===== src/rx_filter_pkg.sv =====
// constants, types and register map of the receive frame filter / qos block
// assumes one 40 MHz clock domain shared with the apb bus and the receive datapath
//------------------------------------------------------------------------------
// What this block does
// tag protocol 8100h: take next 16-bit word, priority is its bits 15-13
// tagged priority 0-3 low, 4-7 high; untagged frames always low
// qos on: drop low frame when channel free count <= low threshold
// qos drop only while the qos enable bit is set
// each consumed receive buffer decrements that channel's nonzero free count by one
// host write to free count adds to it; count holds up to 65535
// host loads free counts at init, then writes reclaimed buffer numbers
// host tears down a channel by writing its number, any time
// teardown: finish frame, flag next descriptor, clear head pointer, raise irq
// after teardown completion pointer reads back FFFF_FFFCh marker
// teardown of inactive channel still interrupts; channel enables never cleared
// software acknowledges teardown by writing the marker to completion pointer
// proper frame: 64 to max length bytes with no code, align, crc error
// longer than max: oversize if clean, jabber if errored
// max receive length resets to 1518
// shorter than 64: undersized if clean, fragment if errored
// frames of 20 bytes or fewer always pass their crc bytes
// long frame with error delivery transfers exactly max length bytes
// all-frames enable sends non-matching frames to promiscuous channel, else none
// address match only when the target channel is enabled
// control frames match only with control enable; error enables never affect match
// error, short, both, control enables gate the respective frame kinds
//------------------------------------------------------------------------------
package rx_filter_pkg;

    localparam int          NUM_CHAN        = 8;
    localparam int          ADDR_W          = 12;

    //--------------------------------------------------------------------------
    // register map (byte addresses)
    //--------------------------------------------------------------------------
    localparam logic [11:0] OFS_MBP_ENABLE  = 12'h000;
    localparam logic [11:0] OFS_LOW_THRESH  = 12'h004;
    localparam logic [11:0] OFS_MAX_LEN     = 12'h008;
    localparam logic [11:0] OFS_TEARDOWN    = 12'h00C;
    localparam logic [11:0] OFS_CHAN_ENABLE = 12'h010;
    localparam logic [11:0] OFS_STATUS      = 12'h014;
    localparam logic [11:0] OFS_FREE_BANK   = 12'h020;
    localparam logic [11:0] OFS_CP_BANK     = 12'h040;
    localparam logic [11:0] OFS_HDP_BANK    = 12'h060;

    // fields of rx_mcast_bcast_prom_enable_reg
    localparam int          FLD_PROM_CH_LSB = 0;
    localparam int          FLD_ALL_EN      = 4;
    localparam int          FLD_ERR_EN      = 5;
    localparam int          FLD_CTL_EN      = 6;
    localparam int          FLD_SHORT_EN    = 7;
    localparam int          FLD_PASS_CRC    = 8;
    localparam int          FLD_QOS_EN      = 9;

    //--------------------------------------------------------------------------
    // values and frame limits
    //--------------------------------------------------------------------------
    localparam logic [15:0] MAX_LEN_RST     = 16'h05EE;
    localparam logic [31:0] TD_MARKER       = 32'hFFFF_FFFC;
    localparam logic [15:0] TAG_PROTOCOL    = 16'h8100;
    localparam logic [15:0] MIN_FRAME_LEN   = 16'h0040;
    localparam logic [15:0] CRC_PASS_LEN    = 16'h0014;
    localparam logic [15:0] CRC_BYTES       = 16'h0004;
    localparam int          PRIO_MSB        = 15;
    localparam int          PRIO_LSB        = 13;

    typedef enum logic [2:0] {
        cls_proper,
        cls_error,
        cls_oversize,
        cls_jabber,
        cls_undersize,
        cls_fragment
    } class_type;

endpackage


===== src/rx_frame_filter_qos.sv =====
// receive frame qualification: classification, delivery, qos drop, free buffer
// accounting and channel teardown, with an apb register slave
// assumes frame summaries and buffer events come from logic on mclk (no sync)
//
// Implementation choices: the APB slave port and the placing of the registers.
`timescale 1ns/1ps
module rx_frame_filter_qos
    import rx_filter_pkg::*;
(
    input  wire logic                 mclk,
    input  wire logic                 rst,
    input  wire logic                 psel,
    input  wire logic                 penable,
    input  wire logic                 pwrite,
    input  wire logic [ADDR_W-1:0]    paddr,
    input  wire logic [31:0]          pwdata,
    output logic      [31:0]          prdata,
    output logic                      pready,
    output logic                      pslverr,
    input  wire logic                 frame_active,
    input  wire logic                 frame_done,
    input  wire logic [15:0]          frame_len,
    input  wire logic [15:0]          frame_len_type,
    input  wire logic [15:0]          frame_tci,
    input  wire logic                 frame_crc_err,
    input  wire logic                 frame_code_err,
    input  wire logic                 frame_align_err,
    input  wire logic                 frame_is_control,
    input  wire logic                 frame_addr_hit,
    input  wire logic [2:0]           frame_hit_chan,
    input  wire logic                 buffer_used,
    input  wire logic [2:0]           buffer_chan,
    output logic                      frame_accept,
    output logic                      frame_qos_drop,
    output logic [2:0]                frame_chan,
    output class_type                 frame_class,
    output logic      [15:0]          frame_xfer_len,
    output logic                      frame_keep_crc,
    output logic                      frame_high_prio,
    output logic                      teardown_done_flag,
    output logic      [2:0]           teardown_chan,
    output logic      [NUM_CHAN-1:0]  rx_chan_irq
);

    //--------------------------------------------------------------------------
    // state
    //--------------------------------------------------------------------------
    typedef struct packed {
        logic [31:0]                prdata;
        logic                       pready;
        logic                       pslverr;
        logic [2:0]                 prom_ch;
        logic                       all_en;
        logic                       err_en;
        logic                       ctl_en;
        logic                       short_en;
        logic                       pass_crc;
        logic                       qos_en;
        logic [15:0]                low_thresh;
        logic [15:0]                max_len;
        logic [NUM_CHAN-1:0]        chan_en;
        logic [NUM_CHAN-1:0]        td_pend;
        logic [NUM_CHAN-1:0]        irq;
        logic [NUM_CHAN-1:0][15:0]  free_cnt;
        logic [NUM_CHAN-1:0][31:0]  cp;
        logic [NUM_CHAN-1:0][31:0]  hdp;
        logic                       acc;
        logic                       drop;
        logic [2:0]                 out_ch;
        class_type                  cls;
        logic [15:0]                xfer_len;
        logic                       keep_crc;
        logic                       hi_prio;
        logic                       td_flag;
        logic [2:0]                 td_ch;
    } state_type;

    state_type s;
    state_type next_s;

    // eight-word banks are 32-byte aligned, the word index sits in bits 4:2
    function automatic logic bank_hit(input logic [ADDR_W-1:0] a, input logic [11:0] base);
        return a[ADDR_W-1:5] == base[ADDR_W-1:5];
    endfunction

    function automatic logic [31:0] read_mux(input state_type st, input logic [ADDR_W-1:0] a);
        logic [31:0] d;
        d = 32'h0000_0000;
        if (a == OFS_MBP_ENABLE)
            d = {22'h00_0000, st.qos_en, st.pass_crc, st.short_en, st.ctl_en, st.err_en, st.all_en,
                 1'b0, st.prom_ch};
        else if (a == OFS_LOW_THRESH)
            d = {16'h0000, st.low_thresh};
        else if (a == OFS_MAX_LEN)
            d = {16'h0000, st.max_len};
        else if (a == OFS_CHAN_ENABLE)
            d = {24'h00_0000, st.chan_en};
        else if (a == OFS_STATUS)
            d = {16'h0000, st.td_pend, st.irq};
        else if (bank_hit(a, OFS_FREE_BANK))
            d = {16'h0000, st.free_cnt[a[4:2]]};
        else if (bank_hit(a, OFS_CP_BANK))
            d = st.cp[a[4:2]];
        else if (bank_hit(a, OFS_HDP_BANK))
            d = st.hdp[a[4:2]];
        return d;
    endfunction

    function automatic logic mapped(input logic [ADDR_W-1:0] a);
        return (a[1:0] == 2'b00) &&
               (a == OFS_MBP_ENABLE || a == OFS_LOW_THRESH || a == OFS_MAX_LEN ||
                a == OFS_TEARDOWN || a == OFS_CHAN_ENABLE || a == OFS_STATUS ||
                bank_hit(a, OFS_FREE_BANK) || bank_hit(a, OFS_CP_BANK) || bank_hit(a, OFS_HDP_BANK));
    endfunction

    //--------------------------------------------------------------------------
    // next state
    //--------------------------------------------------------------------------
    logic       wr;
    logic [2:0] widx;
    logic       errd;
    logic       is_short;
    logic       is_long;
    logic       matched;
    logic       has_target;
    logic [2:0] target;
    logic       allowed;
    logic       low_prio;
    logic       found;

    always_comb
    begin
        next_s   = s;
        wr       = psel && penable && s.pready && pwrite && !s.pslverr;
        widx     = paddr[4:2];
        errd     = 1'b0;
        is_short = 1'b0;
        is_long  = 1'b0;
        matched  = 1'b0;
        has_target = 1'b0;
        target   = 3'd0;
        allowed  = 1'b0;
        low_prio = 1'b1;
        found    = 1'b0;

        // registered read data and ready: answer lands one cycle after setup
        next_s.pready  = psel && !penable;
        next_s.pslverr = psel && !penable && !mapped(paddr);
        next_s.prdata  = (psel && !penable) ? read_mux(s, paddr) : 32'h0000_0000;

        if (wr && paddr == OFS_MBP_ENABLE)
        begin
            next_s.prom_ch  = pwdata[FLD_PROM_CH_LSB +: 3];
            next_s.all_en   = pwdata[FLD_ALL_EN];
            next_s.err_en   = pwdata[FLD_ERR_EN];
            next_s.ctl_en   = pwdata[FLD_CTL_EN];
            next_s.short_en = pwdata[FLD_SHORT_EN];
            next_s.pass_crc = pwdata[FLD_PASS_CRC];
            next_s.qos_en   = pwdata[FLD_QOS_EN];
        end
        if (wr && paddr == OFS_LOW_THRESH)
            next_s.low_thresh = pwdata[15:0];
        if (wr && paddr == OFS_MAX_LEN)
            next_s.max_len = pwdata[15:0];
        if (wr && paddr == OFS_CHAN_ENABLE)
            next_s.chan_en = pwdata[NUM_CHAN-1:0];
        if (wr && bank_hit(paddr, OFS_HDP_BANK))
            next_s.hdp[widx] = pwdata;

        // free counts: host add and buffer use may land together
        for (int i = 0; i < NUM_CHAN; i++)
        begin
            if (wr && bank_hit(paddr, OFS_FREE_BANK) && widx == 3'(i))
                next_s.free_cnt[i] = 16'(s.free_cnt[i] + pwdata[15:0]);
            if (buffer_used && buffer_chan == 3'(i) && next_s.free_cnt[i] != 16'h0000)
                next_s.free_cnt[i] = 16'(next_s.free_cnt[i] - 16'h0001);
        end

        // completion pointer: ack with marker clears the channel interrupt
        if (wr && bank_hit(paddr, OFS_CP_BANK))
        begin
            next_s.cp[widx] = pwdata;
            if (pwdata == TD_MARKER)
                next_s.irq[widx] = 1'b0;
        end

        //----------------------------------------------------------------------
        // teardown: one channel served per cycle, never while a frame is open
        //----------------------------------------------------------------------
        next_s.td_flag = 1'b0;
        if (!frame_active)
        begin
            for (int i = 0; i < NUM_CHAN; i++)
            begin
                if (s.td_pend[i] && !found)
                begin
                    found             = 1'b1;
                    next_s.td_pend[i] = 1'b0;
                    if (s.chan_en[i] && s.hdp[i] != 32'h0000_0000)
                    begin
                        next_s.td_flag = 1'b1;
                        next_s.td_ch   = 3'(i);
                    end
                    next_s.hdp[i] = 32'h0000_0000;
                    next_s.cp[i]  = TD_MARKER;
                    next_s.irq[i] = 1'b1;
                end
            end
        end
        // a new command wins over the service of the same channel
        if (wr && paddr == OFS_TEARDOWN)
            next_s.td_pend[pwdata[2:0]] = 1'b1;

        //----------------------------------------------------------------------
        // frame qualification
        //----------------------------------------------------------------------
        errd     = frame_crc_err || frame_code_err || frame_align_err;
        is_short = frame_len < MIN_FRAME_LEN;
        is_long  = frame_len > s.max_len;
        if (frame_len_type == TAG_PROTOCOL)
            low_prio = frame_tci[PRIO_MSB:PRIO_LSB] < 3'd4;
        // disabled target channels and gated control frames do not match
        matched = frame_addr_hit && s.chan_en[frame_hit_chan] &&
                  (!frame_is_control || s.ctl_en);
        if (matched)
        begin
            has_target = 1'b1;
            target     = frame_hit_chan;
        end
        else if (s.all_en)
        begin
            has_target = 1'b1;
            target     = s.prom_ch;
        end

        if (is_short)
            allowed = errd ? (s.err_en && s.short_en) : s.short_en;
        else if (is_long || errd)
            allowed = s.err_en;
        else
            allowed = 1'b1;
        if (frame_is_control && !s.ctl_en)
            allowed = 1'b0;

        next_s.acc  = 1'b0;
        next_s.drop = 1'b0;
        if (frame_done)
        begin
            next_s.hi_prio = !low_prio;
            next_s.out_ch  = target;
            if (is_short)
                next_s.cls = errd ? cls_fragment : cls_undersize;
            else if (is_long)
                next_s.cls = errd ? cls_jabber : cls_oversize;
            else
                next_s.cls = errd ? cls_error : cls_proper;
            // qos only trims frames that would otherwise be delivered
            next_s.drop = has_target && allowed && s.qos_en && low_prio &&
                          s.free_cnt[target] <= s.low_thresh;
            next_s.acc  = has_target && allowed && !next_s.drop;
            if (is_long)
            begin
                next_s.xfer_len = s.max_len;
                next_s.keep_crc = 1'b1;
            end
            else if (frame_len <= CRC_PASS_LEN)
            begin
                next_s.xfer_len = frame_len;
                next_s.keep_crc = 1'b1;
            end
            else
            begin
                next_s.xfer_len = s.pass_crc ? frame_len : 16'(frame_len - CRC_BYTES);
                next_s.keep_crc = s.pass_crc;
            end
        end
    end

    //--------------------------------------------------------------------------
    // registers
    //--------------------------------------------------------------------------
    always_ff @(posedge mclk)
    begin
        if (rst)
        begin
            s         <= '0;
            s.max_len <= MAX_LEN_RST;
        end
        else
            s <= next_s;
    end

    assign prdata             = s.prdata;
    assign pready             = s.pready;
    assign pslverr            = s.pslverr;
    assign frame_accept       = s.acc;
    assign frame_qos_drop     = s.drop;
    assign frame_chan         = s.out_ch;
    assign frame_class        = s.cls;
    assign frame_xfer_len     = s.xfer_len;
    assign frame_keep_crc     = s.keep_crc;
    assign frame_high_prio    = s.hi_prio;
    assign teardown_done_flag = s.td_flag;
    assign teardown_chan      = s.td_ch;
    assign rx_chan_irq        = s.irq;
endmodule // rx_frame_filter_qos


===== config.mk =====
export PLATFORM = sky130hd
export DESIGN_NAME = rx_frame_filter_qos
export DESIGN_NICKNAME = d
export VERILOG_FILES = /design/src/rx_filter_pkg.sv /design/src/rx_frame_filter_qos.sv
export SDC_FILE = /design/constraint.sdc
export NUM_CORES = 2
export LEC_CHECK = 0
export ABC_AREA = 1
export BUFFER_PORTS_ARGS = -buffer_cell sky130_fd_sc_hd__buf_4
export CELL_PAD_IN_SITES_DETAIL_PLACEMENT = 1
export CELL_PAD_IN_SITES_GLOBAL_PLACEMENT = 1
export CORE_ASPECT_RATIO = 0.75
export CORE_UTILIZATION = 30
export CTS_CLUSTER_SIZE = 16
export DETAILED_ROUTE_END_ITERATION = 10
export PLACE_DENSITY_LB_ADDON = 0.1
export SETUP_SLACK_MARGIN = 0.15
export SLEW_MARGIN = 5
export SYNTH_ARGS = -nofsm -noshare
export SYNTH_HDL_FRONTEND = slang
export SYNTH_SLANG_ARGS = --single-unit
export TNS_END_PERCENT = 20

===== constraint.sdc =====
create_clock -name mclk -period 4.45 [get_ports mclk]
set_input_delay 0.2225 -clock mclk [delete_from_list [all_inputs] [get_ports mclk]]
set_output_delay 0.2225 -clock mclk [all_outputs]
set_load 0.1 [all_outputs]

Word level (Yosys, flattened, before mapping)
Index checks and enable logic that the tools add are counted.
{ "word_totals": {"reg_bits": 769, "input_bits": 111, "out_inout_bits": 72, "word_cells": 352} }
{ "classes": {"n_addsub": 17, "magnitude_cmp": 11, "n_eq_ne": 24, "mux": 129, "bitwise": 5, "reduce_logical": 116} }
{ "op_table": {"columns": ["operator", "count"], "rows": [
  ["32-bit 2-to-1 mux", 21],
  ["256-bit bitwise mux", 2],
  ["256-bit 2-to-1 mux", 2],
  ["512-bit 2-to-1 mux", 1],
  ["16-bit 2-to-1 mux", 25],
  ["32-bit nonzero test", 8],
  ["32-bit binary-select mux with 3-bit select", 2],
  ["16-bit adder", 8],
  ["16-bit nonzero test", 8],
  ["16-bit by 1-bit subtractor with 16-bit output, second input constant", 8],
  ["16-bit binary-select mux with 3-bit select", 2],
  ["32-bit demux with 3-bit select", 1],
  ["4-bit 2-to-1 mux", 18],
  ["1-bit logical AND", 65],
  ["1-bit 2-to-1 mux", 42],
  ["17-bit 2-to-1 mux", 2],
  ["32-bit equality test, second input constant", 1],
  ["12-bit by 4-bit equality test with 1-bit output, second input constant", 2],
  ["12-bit by 5-bit equality test with 1-bit output, second input constant", 2],
  ["3-bit equality test, second input constant", 8],
  ["8-bit 2-to-1 mux", 3],
  ["16-bit equality test, second input constant", 1],
  ["16-bit greater-than comparator", 1],
  ["16-bit less-or-equal comparator", 1],
  ["other kinds (28)", 68]
]} }

Depth between registers and ports, before layout
{ "depth": {"word_depth": 32, "depth_mapped": 24, "mapped_depth_nobuf": 23} }

Least setup slack after synthesis
Ideal clock, no wire load.
{ "synth_path": {"path_type": "register to register", "startpoint": "register s, in the netlist pready", "endpoint": "register s[603] in the netlist's numbering", "setup_ns": 0.070, "arrival_time_ns": 3.183, "t_required_ns": 4.380, "path_slack_ns": 1.197, "stages_incl_launch_ff": 17, "path_buffers": 3, "period_less_slack_ns": 3.253, "cell_sequence": "dfxtp_1 -> nand3_1 -> nor2_2 -> buf_4 -> nand3_4 -> inv_2 -> buf_6 -> o21ai_0 -> inv_1 -> ha_1 -> nand3_1 -> nor3_2 -> nand3_4 -> nand2_4 -> buf_6 -> nand2_1 -> a21oi_1"} }
{ "synth_via": {"elab_chain_cells": 9, "word_cells_on_any_way": 10, "cone_classes": "add/sub (1); mux (2); reduce/logical (7)"} }
{ "synth_lines": {"columns": ["element", "line_no", "rtl"], "rows": [
  ["from (decl)", "rx_frame_filter_qos.sv:78", "state_type s;"],
  ["from (signal assigned)", "rx_frame_filter_qos.sv:290", "s <= next_s;"],
  ["1-bit logical AND * (3 in a row)", "rx_frame_filter_qos.sv:134", "wr = psel && penable && s.pready && pwrite && !s.pslverr;"],
  ["1-bit logical AND * (2 in a row)", "rx_frame_filter_qos.sv:173", "if (wr && bank_hit(paddr, OFS_FREE_BANK) && widx == 3'(i))"],
  ["16-bit 2-to-1 mux *", "rx_frame_filter_qos.sv:173", null],
  ["branches (longest 2 deep; another with 16-bit by 1-bit subtractor with 16-bit output)", null, null],
  ["16-bit 2-to-1 mux *", "rx_frame_filter_qos.sv:175", "if (buffer_used && buffer_chan == 3'(i) && next_s.free_cnt[i] != 16'h0000)"]
]} }
Every way passes the cells marked *.
A chain may end at the register's enable or synchronous reset.

Final worst setup path
{ "layout_path": {"startpoint": "register s[692] in the netlist's numbering", "endpoint": "register s, in the netlist frame_accept"} }
{ "layout_via": {"elab_chain_cells": 11, "word_cells_on_any_way": 15, "cone_classes": "order compare (1); mux (6); reduce/logical (8)"} }
{ "layout_lines": {"columns": ["element", "line_no", "rtl"], "rows": [
  ["1-bit binary-select mux with 3-bit select *", "rx_frame_filter_qos.sv:223", "matched = frame_addr_hit && s.chan_en[frame_hit_chan] &&"],
  ["1-bit 2-to-1 mux (implied by the code) *", "rx_frame_filter_qos.sv:223", null],
  ["1-bit logical AND * (2 in a row)", "rx_frame_filter_qos.sv:223", null],
  ["3-bit 2-to-1 mux / 1-bit 2-to-1 mux (equally long branches)", "rx_frame_filter_qos.sv:225", "if (matched)"],
  ["16-bit binary-select mux with 3-bit select / 1-bit logical AND (equally long branches)", "rx_frame_filter_qos.sv:259, rx_frame_filter_qos.sv:258, rx_frame_filter_qos.sv:260", null],
  ["16-bit 2-to-1 mux (implied by the code) / 1-bit logical AND (equally long branches)", "rx_frame_filter_qos.sv:259, rx_frame_filter_qos.sv:258", null],
  ["16-bit less-or-equal comparator (implied by the code) / 1-bit logical AND (equally long branches)", "rx_frame_filter_qos.sv:259, rx_frame_filter_qos.sv:258", null],
  ["1-bit logical AND", "rx_frame_filter_qos.sv:258", "next_s.drop = has_target && allowed && s.qos_en && low_prio &&"],
  ["1-bit zero test", "rx_frame_filter_qos.sv:260", "next_s.acc = has_target && allowed && !next_s.drop;"],
  ["1-bit logical AND *", "rx_frame_filter_qos.sv:260", null]
]} }
Every way passes the cells marked *; elsewhere a longest branch is shown, timed or not. The select of a mux whose other input is x is not followed.

==> impl_summary.txt <==
----------------------------------------------------
[Cells and area]
  Final layout net count ... 8159
  Layout cells sized above 1 ... 0.0779
  Share of the core filled with cells ... 0.345
  Post-route non-filler standard cell count ... 10171
  Layout fillers ... 21105
  Area growth syn-to-layout ... 13.8%

[Placed design]
  Final weighted congestion in routability-driven placement ... 0.938
  Count of input and output buffers ... 167
  Cell total after placement ... 9962
  Placed wire-length estimate after detailed placement ... 203 mm

[Yosys]
  Share of synthesized flip-flops with an asynchronous set or reset ... 0
  Unique masters post-synth ... 59
  Leading register cell type out of synthesis ... sky130_fd_sc_hd__dfxtp_1
  Register area share after synthesis ... 0.307
  Ranking of synthesized cells by instance count ... sky130_fd_sc_hd__nand2_1 (2136), sky130_fd_sc_hd__inv_1 (935), sky130_fd_sc_hd__dfxtp_1 (769), sky130_fd_sc_hd__a21oi_1 (691), sky130_fd_sc_hd__nand3_1 (579)
  Area share of the leading cell type in the synthesized netlist ... 0.307
  Avg Cell Area, Syn ... 6.35 µm²
  Number of cells produced by synthesis ... 7886
  Largest cells by area after synthesis ... sky130_fd_sc_hd__dfxtp_1 (31%), sky130_fd_sc_hd__nand2_1 (16%), sky130_fd_sc_hd__inv_1 (7.0%)
  Number of flops mapped to enable cells by yosys ... 0
  Area of the mapped netlist ... 50100 µm²
  Count of yosys warnings during synthesis ... 0
  Register bit count reported by yosys ... 769
  Cell accounting for the most synthesized area ... sky130_fd_sc_hd__dfxtp_1
  Most frequent cell after synthesis ... sky130_fd_sc_hd__nand2_1
  Synthesized netlist net count ... 8175

[STA]
  Worst clock skew on the final layout ... 0.0295 ns
  Final clock period utilization by the worst path ... 0.915
  # setup viols final ... 0
  Worst-Margin Slew ... 1.30 ns
  Final Critical Period ... 4.07 ns
  Setup TNS after final layout ... 0 ns
  Relative slew slack ... 0.133
  Final Hold Violating Endpoints ... 0
  Final hold slack ... 0.0468 ns
  RSZ-0062 raised after global routing ... false
  Slew Limit Fails ... 0
  Max Clk Rate ... 246 MHz

[Hold path]
  Worst hold path class ... in2reg

[Detailed routing]
  Number of remaining DRC errors ... 0
  WL/cell ... 27.2 µm
  Number of nets with antenna violations after detailed routing ... 0
  Avg Vias per Cell ... 5.60
  Total length of routed wires ... 277 mm
  Detailed-route via count ... 57004
  Initial DRT Pass Iterations ... 6
  DR iter-0 viols ... 6419

[Clock network]
  Total clock buffers created by CTS ... 93
  TritonCTS clock tree ... yes
  CTS H-tree depth ... 3
  Clock transition at the registers of the reported paths ... 0.07 ns
  Number of buffers inserted by post-CTS setup repair ... 0
  Number of buffers between clock root and the deepest sink ... 3
  Clk Tree Root Cell ... sky130_fd_sc_hd__clkbuf_16
  Worst skew pair latency ... 0.74 ns
  Number of clock sinks seen by CTS ... 769

[Power]
  Total chip power ... 0.0187 W
  Worst IR Drop VDD ... 0.000287 V
  Power per cell area ... 328 nW/µm²
  Leakage ... 26.0 nW

[Floorplanning]
  Placement Rows ... 129
  Die Height ... 356 µm
  Width of the chip ... 474 µm
  Die outline area ... 169000 µm²
  Floorplan Core Area ... 165000 µm²
  Initial Utilization ... 0.303
  Number of top-level pins ... 183

[Global routing]
  Global-route wire length before repair ... 393 mm
  Vias in the first global route ... 53494
  Global routing met3 resource utilization ... 0.0707
  Grt met1 use ... 0.517
  Pin count of the biggest net entering global routing ... 117
  Met2 global-route usage ... 0.411
  Global-route usage over all layers ... 0.319
  Antenna violations before repair ... 17
  Overall overflow remaining after global route ... 0
  GR peak layer ... met1

[Setup path]
  Critical Path RT ... 5.09 ns
  Endpoint kind of the worst setup timing path ... register
  Critical Path Start Type ... register
  Worst Path Max Fanout ... 17
  Data arrival at the endpoint of the critical path ... 4.71 ns
  WS Path Type ... reg2reg

[Status]
  Outcome ... completed

[Flow run]
  Max Cap Viol ... 0

----------------------------------------------------
[metal layers]
layer / vias up / part of all wire / wire (µm)
met3: 243 / 0.096 / 26700
li1: 26039 / - / -
met1: 28495 / 0.52 / 143000
met5: - / 0.000047 / 13
met2: 2225 / 0.37 / 102000
met4: 2 / 0.019 / 5140
[area by class of cell]
cell class	count	area [µm²]	share of cell area
multi-input cells	5656	28900	0.506
flip-flops and latches	769	15400	0.270
inverters	972	3670	0.0643
repair buffers	378	3020	0.0530
well taps	2227	2790	0.0489
clock buffers	135	2740	0.0480
clock inverters	27	536	0.00939
diodes	7	17.5	0.000307
[sequential cells by signal (all words and copies together) (netlist names)]
name,count
frame_accept,1
frame_chan,3
frame_class,3
frame_high_prio,1
frame_keep_crc,1
frame_qos_drop,1
frame_xfer_len,16
prdata,32
pready,1
pslverr,1
rx_chan_irq,8
s,697
teardown_chan,3
teardown_done_flag,1
[what timing repair did]
action	4_1_cts	5_1_grt
hold buffers	40	0
gates resized for setup	0	4
hold endpoints to repair	156	0
setup endpoints to repair	0	2
[logic make-up after synthesis]
family          synth area share
fa+ha+maj                 0.0456
simple gates               0.310
flops                      0.307
xor+xnor                  0.0171
buf+inv                    0.119
compound gates             0.201
[path summary, 6_finish.rpt]
path	from	endpoint	slack (ns)	cells after the start
min	pwdata[0]	s[190]	0.05	3
min reg2reg	s[415]	s[415]	0.46	2
max reg2reg	s[692]	frame_accept	0.38	21
max	s[692]	frame_accept	0.38	21
[placed cells by master, fill, tap and decap left out, types with 45 or more instances in the layout]
| cell | n |
|---|---|
| sky130_fd_sc_hd__nand4_1 | 125 |
| sky130_fd_sc_hd__a211oi_1 | 45 |
| sky130_fd_sc_hd__nor4_1 | 59 |
| sky130_fd_sc_hd__dfxtp_1 | 769 |
| sky130_fd_sc_hd__ha_1 | 170 |
| sky130_fd_sc_hd__nor3_1 | 79 |
| sky130_fd_sc_hd__xor2_1 | 97 |
| sky130_fd_sc_hd__nand3_1 | 578 |
| sky130_fd_sc_hd__nand2_1 | 2133 |
| sky130_fd_sc_hd__o22ai_1 | 91 |
| sky130_fd_sc_hd__a22oi_1 | 197 |
| sky130_fd_sc_hd__o211ai_1 | 89 |
| sky130_fd_sc_hd__a21oi_1 | 690 |
| sky130_fd_sc_hd__nor2_1 | 551 |
| sky130_fd_sc_hd__o21ai_0 | 384 |
| sky130_fd_sc_hd__a31oi_1 | 70 |
| sky130_fd_sc_hd__inv_1 | 930 |
| sky130_fd_sc_hd__clkbuf_16 | 96 |
| sky130_fd_sc_hd__buf_4 | 331 |
[stage by stage]
step / cell area (µm²) / setup slack [ns]
4_1_cts: 57000 / 0.238
2_1_floorplan: 50100 / 1.20
5_1_grt: 57000 / 0.163
3_3_place_gp: 53300 / 0.162
6_report: 57000 / 0.378
3_5_place_dp: 53300 / 0.214
[worst max-delay path, stage by stage, from the launching register on]
cell	delay, ns
sky130_fd_sc_hd__dfxtp_1	0.34
sky130_fd_sc_hd__inv_1	0.08
sky130_fd_sc_hd__a21oi_1	0.12
sky130_fd_sc_hd__o21ai_0	0.10
sky130_fd_sc_hd__o211ai_1	0.09
sky130_fd_sc_hd__nand3_1	0.17
sky130_fd_sc_hd__o21ai_0	0.19
sky130_fd_sc_hd__o21ai_4	0.14
sky130_fd_sc_hd__inv_1	0.31
sky130_fd_sc_hd__buf_4	0.30
sky130_fd_sc_hd__o21ai_0	0.11
sky130_fd_sc_hd__o21ai_1	0.39
sky130_fd_sc_hd__buf_4	0.18
sky130_fd_sc_hd__o21ai_0	0.10
sky130_fd_sc_hd__ha_1	0.31
sky130_fd_sc_hd__nand2_1	0.07
sky130_fd_sc_hd__o21a_1	0.20
sky130_fd_sc_hd__o221ai_1	0.18
sky130_fd_sc_hd__nand2_1	0.10
sky130_fd_sc_hd__o2111ai_1	0.14
sky130_fd_sc_hd__a21oi_2	0.14
sky130_fd_sc_hd__nor3_1	0.20
[power breakdown]
group | switching (W) | internal, W
combinational | 0.00227 | 0.000843
sequential | 0.0000777 | 0.00694
clock | 0.00353 | 0.00502
total | 0.00588 | 0.0128
No activity file was read; power rests on OpenSTA's default activity.
